==> src/inc/protect_rx_pkg.sv <==
// package for the protection receiver status and key list register group
// assumes an apb slave with 32-bit data and byte addresses of four times the index
package protect_rx_pkg;
  // register indices as printed; byte address is four times the index
  localparam logic [7:0] IDX_DEBUG_CONTROL = 8'hc1;
  localparam logic [7:0] IDX_STATUS = 8'hc4;
  localparam logic [7:0] IDX_FIFO_DATA = 8'hc9;
  localparam logic [7:0] IDX_FIFO_ADDR_LOW = 8'hca;
  localparam logic [7:0] IDX_FIFO_ADDR_HIGH = 8'hcb;
  localparam logic [7:0] IDX_PORT0_INFO = 8'he0;
  localparam logic [7:0] IDX_IRQ_MASK = 8'hd0;
  localparam logic [7:0] IDX_IRQ_STATUS = 8'hd1;
  // field positions
  localparam int BIT_REENABLE_POLICY = 0;
  localparam int BIT_DECRYPT_BYPASS = 1;
  localparam int BIT_AUTHENTICATED = 0;
  localparam int BIT_CHECKSUM_ERROR = 1;
  // event bits of the interrupt status
  localparam int EV_CHECKSUM = 0;
  localparam int EV_AUTH_DONE = 1;
  localparam int EV_AUTH_LOST = 2;
  localparam int EV_WIDTH = 3;
  // reset values, key address width and channel count
  localparam logic [7:0] RST_REG = 8'h00;
  localparam logic [8:0] RST_FIFO_ADDR = 9'h000;
  localparam int FIFO_ADDR_W = 9;
  localparam int CHANNELS = 3;

  // one received colour sample with its line end marker
  typedef struct packed {
    logic valid;
    logic [23:0] pixel;
    logic lineEnd;
  } pixel_beat_t;

  // checksums following a line end, one per 8-bit channel
  typedef struct packed {
    logic valid;
    logic [23:0] sums;
  } line_sum_t;

  typedef enum logic [1:0] {ST_IDLE, ST_ACCESS} apb_state_t;

  // ones-complement 8-bit add with end-around carry
  function automatic logic [7:0] ones_add(input logic [7:0] a, input logic [7:0] b);
    logic [8:0] s;
    s = {1'b0, a} + {1'b0, b};
    ones_add = s[7:0] + {7'h00, s[8]};
  endfunction
endpackage

==> src/verilog/content_protect_rx_status.sv <==
// Notes on behaviour
// RULE_01: bypass bit set passes encrypted pixels out
// RULE_02: policy bit selects protection re-enable behaviour
// RULE_03: checksum mismatch sets error flag when enabled
// RULE_04: any status write clears checksum error
// RULE_05: authenticated flag sets on successful authentication
// RULE_06: flag clears on auth loss or restart
// RULE_07: controller sends protected video after authentication
// RULE_08: controller loads key list through data register
// RULE_09: data byte stored at current key address
// RULE_10: key address increments after each data write
// RULE_11: controller zeroes key address before first byte
// RULE_12: low register holds address bits 7-0
// RULE_13: high register holds address bit 8
// RULE_14: port0 register bits 7-1 give bus address
// RULE_15: port0 bit 0 shows port present
// RULE_16: per-channel ones-complement line checksum compared
// RULE_17: reserved bits read zero, writes ignored
//
// holds the protection receiver debug, status, key list and port0 registers
// assumes cipher engine, link decoder and repeater logic around it
//
// Added by the designer: the APB interface to the registers.
`timescale 1ns/1ps
module content_protect_rx_status
  import protect_rx_pkg::*;
#(
  parameter int KEY_DEPTH = 512
) (
  input wire logic clk_sys,
  input wire logic rstn,
  input wire logic psel,
  input wire logic penable,
  input wire logic pwrite,
  input wire logic [11:0] paddr,
  input wire logic [31:0] pwdata,
  input wire logic [3:0] pstrb,
  output logic [31:0] prdata,
  output logic pready,
  output logic pslverr,
  input wire pixel_beat_t cipherBeat,
  input wire pixel_beat_t plainBeat,
  input wire line_sum_t lineSum,
  input wire logic line_checksum_enable,
  input wire logic authDone,
  input wire logic authLost,
  input wire logic authRestart,
  input wire logic [6:0] tx_port0_bus_address,
  input wire logic tx_port0_present,
  input wire logic [FIFO_ADDR_W-1:0] keyReadAddr,
  output logic [7:0] keyReadData,
  output pixel_beat_t pixelOut,
  output logic decryptBypass,
  output logic repeater_reenable_policy,
  output logic irq
);

  ////////////////////////////////////////////////////////////////////////////
  // apb access decode
  apb_state_t apbState_q, apbState_d;
  logic [7:0] regIdx;
  logic idxAligned;
  logic acc;
  logic wrAcc;
  logic rdAcc;
  logic mapped;

  assign regIdx = paddr[9:2];
  assign idxAligned = (paddr[11:10] == 2'h0) && (paddr[1:0] == 2'h0);
  // zero wait states: access completes in the first access cycle
  assign acc = psel && penable && (apbState_q == ST_ACCESS);
  assign wrAcc = acc && pwrite;
  assign rdAcc = acc && !pwrite;

  // address decode for the mapped words
  always_comb begin
    mapped = 1'b0;
    if (idxAligned) begin
      case (regIdx)
        IDX_DEBUG_CONTROL, IDX_STATUS, IDX_FIFO_DATA, IDX_FIFO_ADDR_LOW,
        IDX_FIFO_ADDR_HIGH, IDX_PORT0_INFO, IDX_IRQ_MASK, IDX_IRQ_STATUS: mapped = 1'b1;
        default: mapped = 1'b0;
      endcase
    end
  end

  // setup then access phase tracking
  always_comb begin
    apbState_d = apbState_q;
    case (apbState_q)
      ST_IDLE: begin
        if (psel && !penable) begin
          apbState_d = ST_ACCESS;
        end
      end
      ST_ACCESS: begin
        if (psel && !penable) begin
          apbState_d = ST_ACCESS;
        end else if (!(psel && penable)) begin
          apbState_d = ST_IDLE;
        end else begin
          apbState_d = ST_IDLE;
        end
      end
      default: apbState_d = ST_IDLE;
    endcase
  end

  always_ff @(posedge clk_sys or negedge rstn) begin
    if (!rstn) begin
      apbState_q <= ST_IDLE;
    end else begin
      apbState_q <= apbState_d;
    end
  end

  ////////////////////////////////////////////////////////////////////////////
  // control, status and key address registers
  logic [1:0] debugCtl_q, debugCtl_d;
  logic authenticated_flag_q, authenticated_flag_d;
  logic line_checksum_error_flag_q, line_checksum_error_flag_d;
  logic [FIFO_ADDR_W-1:0] keyAddr_q, keyAddr_d;
  logic [7:0] keyData_q, keyData_d;
  logic [EV_WIDTH-1:0] irqMask_q, irqMask_d;
  logic [EV_WIDTH-1:0] irqStat_q, irqStat_d;
  logic checksumMismatch;
  logic byteWr;
  logic [EV_WIDTH-1:0] events;

  assign byteWr = wrAcc && pstrb[0];
  assign events = {authLost && authenticated_flag_q, authDone && !authenticated_flag_q,
                   checksumMismatch};

  always_comb begin
    debugCtl_d = debugCtl_q;
    authenticated_flag_d = authenticated_flag_q;
    line_checksum_error_flag_d = line_checksum_error_flag_q;
    keyAddr_d = keyAddr_q;
    keyData_d = keyData_q;
    irqMask_d = irqMask_q;
    irqStat_d = irqStat_q;
    if (byteWr && mapped) begin
      case (regIdx)
        // upper bits are reserved and not stored
        IDX_DEBUG_CONTROL: debugCtl_d = pwdata[1:0]; // RULE_17
        IDX_FIFO_DATA: begin
          keyData_d = pwdata[7:0];
          keyAddr_d = keyAddr_q + 9'h001; // RULE_10
        end
        IDX_FIFO_ADDR_LOW: keyAddr_d[7:0] = pwdata[7:0]; // RULE_12
        IDX_FIFO_ADDR_HIGH: keyAddr_d[8] = pwdata[0]; // RULE_13
        IDX_IRQ_MASK: irqMask_d = pwdata[EV_WIDTH-1:0];
        default: ;
      endcase
    end
    // any write to status clears the error; a new mismatch wins
    if (wrAcc && mapped && regIdx == IDX_STATUS) begin
      line_checksum_error_flag_d = 1'b0; // RULE_04
    end
    if (checksumMismatch) begin
      line_checksum_error_flag_d = 1'b1; // RULE_03
    end
    // loss or restart dominates a completion in the same cycle
    if (authDone) begin
      authenticated_flag_d = 1'b1; // RULE_05
    end
    if (authLost || authRestart) begin
      authenticated_flag_d = 1'b0; // RULE_06
    end
    // read of the event status clears only the bits it returned, so an
    // event landing in the setup cycle is kept; new events win
    if (rdAcc && mapped && regIdx == IDX_IRQ_STATUS) begin
      irqStat_d = irqStat_q & ~prdata[EV_WIDTH-1:0];
    end
    irqStat_d = irqStat_d | events;
  end

  always_ff @(posedge clk_sys or negedge rstn) begin
    if (!rstn) begin
      debugCtl_q <= 2'h0;
      authenticated_flag_q <= 1'b0;
      line_checksum_error_flag_q <= 1'b0;
      keyAddr_q <= RST_FIFO_ADDR;
      keyData_q <= RST_REG;
      irqMask_q <= '0;
      irqStat_q <= '0;
    end else begin
      debugCtl_q <= debugCtl_d;
      authenticated_flag_q <= authenticated_flag_d;
      line_checksum_error_flag_q <= line_checksum_error_flag_d;
      keyAddr_q <= keyAddr_d;
      keyData_q <= keyData_d;
      irqMask_q <= irqMask_d;
      irqStat_q <= irqStat_d;
    end
  end

  ////////////////////////////////////////////////////////////////////////////
  // key selection vector list storage, no reset on the array
  logic [7:0] keyMem [KEY_DEPTH];

  always_ff @(posedge clk_sys) begin
    if (byteWr && mapped && regIdx == IDX_FIFO_DATA) begin
      keyMem[keyAddr_q] <= pwdata[7:0]; // RULE_09
    end
  end

  always_ff @(posedge clk_sys or negedge rstn) begin
    if (!rstn) begin
      keyReadData <= RST_REG;
    end else begin
      keyReadData <= keyMem[keyReadAddr];
    end
  end

  ////////////////////////////////////////////////////////////////////////////
  // running per-channel line checksum over received pixels
  logic [23:0] runSum_q, runSum_d;

  // sum restarts on each valid trailing checksum, which is compared to the complement of the sum so far
  always_comb begin
    runSum_d = runSum_q;
    checksumMismatch = 1'b0;
    if (plainBeat.valid) begin
      for (int c = 0; c < CHANNELS; c++) begin
        runSum_d[c*8 +: 8] = ones_add(runSum_q[c*8 +: 8], plainBeat.pixel[c*8 +: 8]);
      end
    end
    if (lineSum.valid) begin
      checksumMismatch = line_checksum_enable && (lineSum.sums != ~runSum_q); // RULE_16
      runSum_d = '0;
    end
  end

  always_ff @(posedge clk_sys or negedge rstn) begin
    if (!rstn) begin
      runSum_q <= '0;
    end else begin
      runSum_q <= runSum_d;
    end
  end

  ////////////////////////////////////////////////////////////////////////////
  // pixel output select and registered control outputs
  always_ff @(posedge clk_sys or negedge rstn) begin
    if (!rstn) begin
      pixelOut <= '0;
      decryptBypass <= 1'b0;
      repeater_reenable_policy <= 1'b0;
      irq <= 1'b0;
    end else begin
      // only the pixel path changes; the checksum keeps using plain data
      pixelOut <= debugCtl_d[BIT_DECRYPT_BYPASS] ? cipherBeat : plainBeat; // RULE_01
      decryptBypass <= debugCtl_d[BIT_DECRYPT_BYPASS]; // RULE_01
      repeater_reenable_policy <= debugCtl_d[BIT_REENABLE_POLICY]; // RULE_02
      irq <= |(irqStat_d & irqMask_d);
    end
  end

  ////////////////////////////////////////////////////////////////////////////
  // read data mux, registered during setup so it stands in access phase
  logic [7:0] rdByte;

  always_comb begin
    rdByte = 8'h00;
    case (regIdx)
      IDX_DEBUG_CONTROL: rdByte = {6'h00, debugCtl_q}; // RULE_17
      IDX_STATUS: rdByte = {6'h00, line_checksum_error_flag_q, authenticated_flag_q};
      IDX_FIFO_DATA: rdByte = keyData_q;
      IDX_FIFO_ADDR_LOW: rdByte = keyAddr_q[7:0]; // RULE_12
      IDX_FIFO_ADDR_HIGH: rdByte = {7'h00, keyAddr_q[8]}; // RULE_13
      IDX_PORT0_INFO: rdByte = {tx_port0_bus_address, tx_port0_present}; // RULE_14 RULE_15
      IDX_IRQ_MASK: rdByte = {5'h00, irqMask_q};
      IDX_IRQ_STATUS: rdByte = {5'h00, irqStat_q};
      default: rdByte = 8'h00;
    endcase
    if (!idxAligned) begin
      rdByte = 8'h00;
    end
  end

  always_ff @(posedge clk_sys or negedge rstn) begin
    if (!rstn) begin
      prdata <= '0;
      pready <= 1'b0;
      pslverr <= 1'b0;
    end else begin
      prdata <= (psel && !penable && !pwrite) ? {24'h000000, rdByte} : 32'h00000000;
      pready <= psel && !penable;
      pslverr <= psel && !penable && !mapped;
    end
  end

  ////////////////////////////////////////////////////////////////////////////
  // checks
  chk_key_addr_step: assert property (@(posedge clk_sys) disable iff (!rstn) // RULE_10
    (byteWr && mapped && regIdx == IDX_FIFO_DATA) |=> keyAddr_q == $past(keyAddr_q) + 9'h001)
    else $error("key address did not step after data write");
  chk_status_clear: assert property (@(posedge clk_sys) disable iff (!rstn) // RULE_04
    (wrAcc && regIdx == IDX_STATUS && idxAligned && !checksumMismatch)
      |=> !line_checksum_error_flag_q)
    else $error("status write left checksum error set");
  chk_checksum_set: assert property (@(posedge clk_sys) disable iff (!rstn) // RULE_03
    checksumMismatch |=> line_checksum_error_flag_q)
    else $error("mismatch did not set checksum error");
  chk_auth_set: assert property (@(posedge clk_sys) disable iff (!rstn) // RULE_05
    (authDone && !authLost && !authRestart) |=> authenticated_flag_q)
    else $error("authenticated flag not set");
  chk_auth_clear: assert property (@(posedge clk_sys) disable iff (!rstn) // RULE_06
    (authLost || authRestart) |=> !authenticated_flag_q)
    else $error("authenticated flag not cleared");
  chk_bypass_pixels: assert property (@(posedge clk_sys) disable iff (!rstn) // RULE_01
    decryptBypass |-> pixelOut == $past(cipherBeat))
    else $error("bypass did not pass encrypted pixels");
  chk_policy_follow: assert property (@(posedge clk_sys) disable iff (!rstn) // RULE_02
    (byteWr && regIdx == IDX_DEBUG_CONTROL && idxAligned)
      |=> repeater_reenable_policy == $past(pwdata[0]))
    else $error("policy output does not follow written bit");
  chk_key_store: assert property (@(posedge clk_sys) disable iff (!rstn) // RULE_09
    (byteWr && mapped && regIdx == IDX_FIFO_DATA)
      |=> keyMem[$past(keyAddr_q)] == $past(pwdata[7:0]))
    else $error("key byte not stored at address");
  chk_port0_read: assert property (@(posedge clk_sys) disable iff (!rstn) // RULE_14 RULE_15
    (psel && !penable && !pwrite && paddr == {2'h0, IDX_PORT0_INFO, 2'h0})
      |=> prdata[7:0] == {$past(tx_port0_bus_address), $past(tx_port0_present)})
    else $error("port0 read data wrong");
  chk_reserved_zero: assert property (@(posedge clk_sys) disable iff (!rstn) // RULE_17
    pready |-> prdata[31:8] == 24'h000000)
    else $error("reserved read bits not zero");
  chk_addr_high_bit: assert property (@(posedge clk_sys) disable iff (!rstn) // RULE_13
    (byteWr && regIdx == IDX_FIFO_ADDR_HIGH && idxAligned)
      |=> keyAddr_q[8] == $past(pwdata[0]) && keyAddr_q[7:0] == $past(keyAddr_q[7:0]))
    else $error("high address write wrong");

  // guards on paths the bench reaches only in passing
  chk_addr_low_write: assert property (@(posedge clk_sys) disable iff (!rstn) // RULE_12
    (byteWr && mapped && regIdx == IDX_FIFO_ADDR_LOW)
      |=> keyAddr_q[7:0] == $past(pwdata[7:0]) && keyAddr_q[8] == $past(keyAddr_q[8]))
    else $error("low address write wrong");
  chk_error_hold: assert property (@(posedge clk_sys) disable iff (!rstn) // RULE_04
    (!checksumMismatch && !(wrAcc && mapped && regIdx == IDX_STATUS))
      |=> line_checksum_error_flag_q == $past(line_checksum_error_flag_q))
    else $error("checksum error changed with no cause");
  chk_checksum_gate: assert property (@(posedge clk_sys) disable iff (!rstn) // RULE_03
    !line_checksum_enable |-> !checksumMismatch)
    else $error("mismatch flagged with checksums off");
  chk_auth_hold: assert property (@(posedge clk_sys) disable iff (!rstn) // RULE_05
    !(authDone || authLost || authRestart) |=> $stable(authenticated_flag_q))
    else $error("authenticated flag changed with no cause");
  chk_plain_pixels: assert property (@(posedge clk_sys) disable iff (!rstn) // RULE_01
    ($past(rstn) && !decryptBypass) |-> pixelOut == $past(plainBeat))
    else $error("plain pixels not passed");
  chk_debug_hold: assert property (@(posedge clk_sys) disable iff (!rstn) // RULE_02
    !(byteWr && mapped && regIdx == IDX_DEBUG_CONTROL) |=> $stable(debugCtl_q))
    else $error("debug bits changed with no write");
  chk_read_status: assert property (@(posedge clk_sys) disable iff (!rstn) // RULE_03 RULE_05
    (psel && !penable && !pwrite && mapped && regIdx == IDX_STATUS)
      |=> prdata == {30'h0, $past(line_checksum_error_flag_q), $past(authenticated_flag_q)})
    else $error("status read data wrong");
  chk_event_sticky: assert property (@(posedge clk_sys) disable iff (!rstn) // RULE_03 RULE_05
    (|events) |=> (irqStat_q & $past(events)) == $past(events))
    else $error("event did not set its status bit");
  chk_irq_level: assert property (@(posedge clk_sys) disable iff (!rstn)
    irq == |(irqStat_q & irqMask_q))
    else $error("interrupt level does not follow status and mask");
  chk_unmapped_err: assert property (@(posedge clk_sys) disable iff (!rstn) // RULE_17
    (psel && !penable && !mapped) |=> pslverr && prdata == 32'h00000000)
    else $error("unmapped access not refused");
  chk_ready_once: assert property (@(posedge clk_sys) disable iff (!rstn)
    pready == $past(psel && !penable))
    else $error("ready not one cycle after setup");
  chk_strobe_ignore: assert property (@(posedge clk_sys) disable iff (!rstn)
    (wrAcc && !pstrb[0]) |=> $stable(keyAddr_q))
    else $error("write without low lane moved the key address");
endmodule
==> config.mk <==
export PLATFORM = sky130hd
export DESIGN_NAME = content_protect_rx_status
export DESIGN_NICKNAME = d
export VERILOG_FILES = /design/src/inc/protect_rx_pkg.sv /design/src/verilog/content_protect_rx_status.sv
export SDC_FILE = /design/constraint.sdc
export NUM_CORES = 2
export LEC_CHECK = 0
export BUFFER_PORTS_ARGS = -buffer_cell sky130_fd_sc_hd__buf_2
export CAP_MARGIN = 20
export CORE_ASPECT_RATIO = 1.1
export CORE_MARGIN = 4
export CORE_UTILIZATION = 50
export DETAILED_ROUTE_END_ITERATION = 10
export PLACE_DENSITY = 0.63
export SYNTH_ARGS = -nofsm -noshare
export SYNTH_HDL_FRONTEND = slang
export SYNTH_SLANG_ARGS = --single-unit
==> constraint.sdc <==
create_clock -name clk_sys -period 8.3 [get_ports clk_sys]
set_clock_uncertainty 0.05 [all_clocks]
set_input_delay 0 -clock clk_sys [delete_from_list [all_inputs] [get_ports clk_sys]]
set_output_delay 0 -clock clk_sys [all_outputs]
set_load 0.005 [all_outputs]
# == Word level (Yosys, flattened, before mapping) ==
# Memory sizes are Yosys's and may differ from the RTL's. A register that Yosys moved wholly into a read port is not among the register bits.
# Index checks and enable logic that the tools add are counted.
# Widths: inputs -> output; s select.
# totals
memories,1
ff_bits,92
ramBits,4096
# mem_list
name,words,word_bits,read_ports,rd_clocked_by_memory_dff,write_ports,line,rtl
keyMem,512,8,1,1,1,content_protect_rx_status.sv:200,logic [7:0] keyMem [KEY_DEPTH];
# classes
reduce_logical,37
add_sub_neg,7
bitwise_logic,5
n_eq_ne,11
mux,25
# op_table
operator,count
$eq 8x8->1 const B,8
$pmux 8 s8,1
$mux 24,2
$add 8x8->9,3
$mux 26,1
$add 8x1->8,3
$ne 24x24->1,1
$not 24->24,1
$logic_and 1x1->1,18
$mux 8,2
$pmux 8 s2,1
$mux 1,10
$reduce_bool 2->1,5
$add 9x1->9 const B,1
$mux 3,3
$reduce_or 8->1,1
$and 3x3->3,2
$logic_not 2->1,3
$mux 2,3
$reduce_and 2->1,3
$logic_not 1->1,5
$pmux 2 s2,1
$not 3->3,1
$or 3x3->3,1
5 further kinds,5

# == Depth between registers and ports, before layout ==
# depth
depth_word,10
depth_mapped,15
depth_no_buf,15

# == Worst setup path before layout ==
# OpenSTA, ideal clock, no wires.
# synth_timing
path_type,register to register
start,register runSum_q[0]
end,register runSum_q[7]
setup_time_ns,0.094
path_slack_ns,5.170
synth_period_minus_slack_ns,3.130
arrival_ns,2.986
stages_incl_launch_ff,16
t_required_ns,8.156
path_cell_list,dfrtp_1 > ha_1 > inv_1 > fa_1 > nor2b_1 > o21a_1 > o21ai_1 > a21oi_1 > o21ai_0 > nand2b_1 > ha_1 > and3_1 > nand4_1 > or4_1 > xnor3_1 > a211oi_1
# synth_via
elab_chain_cells,4
# synth_lines
item,line,rtl
"start, declared",content_protect_rx_status.sv:218,"logic [23:0] runSum_q, runSum_d;"
"start signal, assigned",content_protect_rx_status.sv:239,runSum_q <= runSum_d;
$add 8x8->9,protect_rx_pkg.sv:47,"s = {1'b0, a} + {1'b0, b};"
$add 8x1->8,protect_rx_pkg.sv:48,"ones_add = s[7:0] + {7'h00, s[8]};"
$mux 24,content_protect_rx_status.sv:224,if (plainBeat.valid) begin
$mux 24,content_protect_rx_status.sv:229,if (lineSum.valid) begin
# No other way between the ends. The select of a mux whose other input is x is not followed.
# A chain may end at the register's enable or synchronous reset.

# == Final worst setup path ==
# layout_timing
start,register runSum_q[0]
end,register runSum_q[6]
# The elaborated chain is that of the path after synthesis.

==> flow_summary_export.csv <==
group,metric,value,unit
synthesis,synthFlopType,"edfxtp_1",
status,status,"complete, no violations",
critical_path,crit_slowest_cell,"dlygate4sd3_1",
synthesis,ys_warn_count,0,
sta,fin_crit_sh,0.751,
critical_path,worstPathRequired,9.13,ns
cts,cts_tree,"yes",
sta,setup_viol,0,
final_layout,mostFrequentLayoutCells,"edfxtp_1, mux2i_1, nor2_1",
routing,first_pass_iters,7,
placed_design,gp_congestion,0.888,
min_path,holdPathEnd,"keyMem[499][6]$_DFFE_PP_",
floorplanning,rows,222,
routing,drc,0,
synthesis,synth.distinct_cells,89,
global_route,grt_max_degree,194,
pwr,p_leak,0.0599,µW
flow_run,cap_violations,0,
sta,hold-worst-slack,0.0688,ns
final_layout,drive_gt1_frac,0.176,
routing,routedWlPerCell,31.3,µm
floorplanning,start_util,0.503,
sta,rsz0062_at_grt,"false",
cts,clockBufferDepth,4,
routing,drt_iter0_markers,10100,
critical_path,r2r-end,"runSum_q[6]$_DFFE_PN0P_",
global_route,grt_usage,0.249,
critical_path,critical_path.max_fanout,3,
placed_design,io_buffers,170,
synthesis,ys_seq_elements,4193,
final_layout,layout.nets,9365,
global_route,use_met1,0.342,
final_layout,final_common_cell,"edfxtp_1",
floorplanning,ios,222,
synthesis,synth_edf_count,4096,
critical_path,critPathCaptureType,"register",
sta,slew_headroom,0.136,
min_path,worstHoldStart,"pwdata[6]",
floorplanning,die_h,615,µm
sta,fin_crit,6.23,ns
synthesis,ys_seq_area_frac,0.749,
critical_path,crit_buf_inv,7,
cts,numCtsBuffers,405,
critical_path,r2r_start,"runSum_q[0]$_DFFE_PN0P_",
global_route,grt_use_met3,0.0429,
final_layout,syn_to_final_growth,11.7,%
cts,postCtsSetupBuffers,0,
cts,clk-insertion-delay-late,0.93,ns
synthesis,netlist_area,0.167,mm²
synthesis,synth_area_per_cell,19.1,µm²
critical_path,crit_top_cell,"dlygate4sd3_1",
synthesis,synthArstFlopShare,0.0231,
global_route,overflow,0,
cts,post_cts_resized,0,
critical_path,cp_cell_sequence,"ha_1, inv_1, fa_1, nor2b_1, o21a_1, o21ai_1, dlygate4sd3_1, a21oi_1, o21ai_0, nand2b_1, ha_1, dlygate4sd3_1, ha_1, nand2_1, dlygate4sd3_1, nor3_1, dlygate4sd3_1, xnor2_1, dlygate4sd3_1, a211oi_1, dlygate4sd3_1",
final_layout,final_area,0.187,mm²
cts,ctsHtreeMaxLevel,5,
sta,drv_slew,0,
cts,clkTransAtPathRegs,0.06,ns
placed_design,place_hpwl,257,mm
min_path,hold_class,"primary input to register",
routing,vias,87300,
critical_path,reg2reg_slack,2.07,ns
critical_path,ff2ff_path_depth,21,
sta,fin_setup_tns,0,ns
pwr,p_per_area,233,mW/mm²
pwr,ir_drop,207,µV
global_route,grt_pass1_wl,627,mm
synthesis,syn_inst,8744,
global_route,antenna_found_initial,21,
routing,via_per_inst,6.29,
global_route,grtUsageMet2,0.405,
critical_path,critPathTopFamily,"buffers and inverters",
floorplanning,core,0.333,mm²
routing,final_antenna_net_count,0,
critical_path,arrival,7.07,ns
cts,cts_sinks,4193,
critical_path,worstSetupStartpointType,"register",
critical_path,crit_type,"register to register",
global_route,grt_pass1_vias,88200,
cts,root_buffer,"clkbuf_16",
routing,drt_wl_total,434,mm
placed_design,dpl_cell_area,0.171,mm²
floorplanning,die_w,560,µm
global_route,busiest_layer,"met2",
sta,max_freq,0.160,GHz
sta,worst_slew_pin_slew,1.30,ns
sta,hold_violations,0,
critical_path,critical_path.max_stage_delay,0.63,ns
floorplanning,die_area,0.344,mm²
min_path,min_path_cells,2,
-- report_power, final --
group	internal, µW	total [µW]	switching, µW
registers	23300	23300	49.4
logic	839	2300	1460
clock network	10100	17900	7780
total	34200	43500	9290
-- final cells by class --
type                    count  area, µm²
diodes                      9       22.5
clock buffers             495      10700
clock inverters           238       1990
fillers                 24800     146000
inverters                  30        125
multi-input cells        3963      38000
flip-flops and latches   4193     125000
well taps                4368       5470
repair buffers            584       5130
-- state kept, by name, indices dropped and copies added, names as in the netlist, 2 cells and up --
| signal | count |
|---|---|
| keyAddr_q | 9 |
| keyData_q | 8 |
| keyReadData | 8 |
| prdata | 8 |
| runSum_q | 24 |
| keyMem | 4096 |
| debugCtl_q | 2 |
| irqStat_q | 3 |
| pixelOut | 26 |
| irqMask_q | 3 |
-- per-stage QoR --
stage | setup slack, ns | total power (µW) | cells | utilization
floorplan | 5.17 | 25000 | 8767 | -
global placement | 3.58 | 25900 | 12900 | 0.515
detailed placement | 3.55 | 25900 | 12900 | 0.515
CTS | 2.12 | 43700 | 13900 | 0.561
global route | 1.73 | 44700 | 13900 | 0.562
finish | 2.07 | 43500 | 13900 | 0.562
-- per-layer routing --
| metal | share of wire | vias up |
|---|---|---|
| li1 | - | 36800 |
| met1 | 0.39 | 45800 |
| met2 | 0.49 | 3949 |
| met3 | 0.083 | 747 |
| met4 | 0.038 | 8 |
| met5 | 0.00012 | - |
-- timing repair --
item,in CTS,in global routing
endpoints found under the setup margin,0,0
hold buffers,252,0
endpoints found under the hold margin,1640,0
-- worst max path at each step --
stage | startpoint | to | slack, ns | cells after the start
2_1_floorplan | runSum_q[0]$_DFFE_PN0P_ | runSum_q[7]$_DFFE_PN0P_ | 5.17 | 15
3_3_place_gp | keyReadAddr[0] | keyReadData[3]$_DFF_PN0_ | 3.58 | 9
3_5_place_dp | paddr[7] | keyMem[86][0]$_DFFE_PP_ | 3.55 | 10
4_1_cts | runSum_q[0]$_DFFE_PN0P_ | runSum_q[6]$_DFFE_PN0P_ | 2.12 | 21
5_1_grt | runSum_q[0]$_DFFE_PN0P_ | runSum_q[6]$_DFFE_PN0P_ | 1.73 | 21
6_report | runSum_q[0]$_DFFE_PN0P_ | runSum_q[6]$_DFFE_PN0P_ | 2.07 | 21
-- cell usage after synthesis, drive strengths merged, types with 8 or more instances --
cell | count | area (µm²)
o221ai | 257 | 2340
nand3 | 55 | 275
xor2 | 17 | 149
o22ai | 167 | 1040
buf | 360 | 3140
nor4 | 98 | 619
a22o | 14 | 123
a21o | 12 | 90.1
edfxtp | 4096 | 123000
o2bb2ai | 14 | 123
nor3 | 187 | 941
mux2i | 694 | 6960
a211oi | 73 | 548
nand4 | 44 | 275
a31oi | 12 | 75.1
a2111oi | 28 | 295
and4 | 10 | 87.6
and2 | 28 | 175
mux4 | 697 | 15800
inv | 29 | 109
mux2 | 39 | 439
ha | 34 | 425
nor2 | 694 | 2610
a21oi | 159 | 796
o21a | 15 | 113
nor3b | 8 | 65.1
nand2b | 24 | 153
nand2 | 229 | 860
a22oi | 11 | 82.6
a211o | 14 | 123
or3 | 12 | 75.1
xnor2 | 29 | 254
nor2b | 15 | 93.8
clkbuf | 220 | 923
o31ai | 30 | 225
dfrtp | 97 | 2430
nand4b | 8 | 70.1
o32ai | 14 | 123
o21ai | 123 | 616
and3 | 11 | 68.8
-- kinds of logic (layout without fill, tap and decap cells) --
group	count (synthesis)	in the layout	share of synthesized area
other	1	33	0.0000224
DFF	4193	4193	0.749
and+or+nand+nor	1449	1449	0.0394
xor gates and xnor gates	49	49	0.00281
buffers and inverters	611	1347	0.0250
muxes	1430	1430	0.139
adders and majority gates	37	37	0.00290
AOI/OAI and AO/OA	974	974	0.0418
-- worst reg2reg max path, cell delays in order (launching register included) --
cell           delay [ns]
dfrtp_1              0.40
ha_1                 0.19
inv_1                0.06
fa_1                 0.40
nor2b_1              0.13
o21a_1               0.14
o21ai_1              0.10
dlygate4sd3_1        0.63
a21oi_1              0.21
o21ai_0              0.10
nand2b_1             0.11
ha_1                 0.17
dlygate4sd3_1        0.56
ha_1                 0.21
nand2_1              0.07
dlygate4sd3_1        0.56
nor3_1               0.11
dlygate4sd3_1        0.58
xnor2_1              0.06
dlygate4sd3_1        0.55
a211oi_1             0.21
dlygate4sd3_1        0.57
No activity file was read; power rests on OpenSTA's default activity.
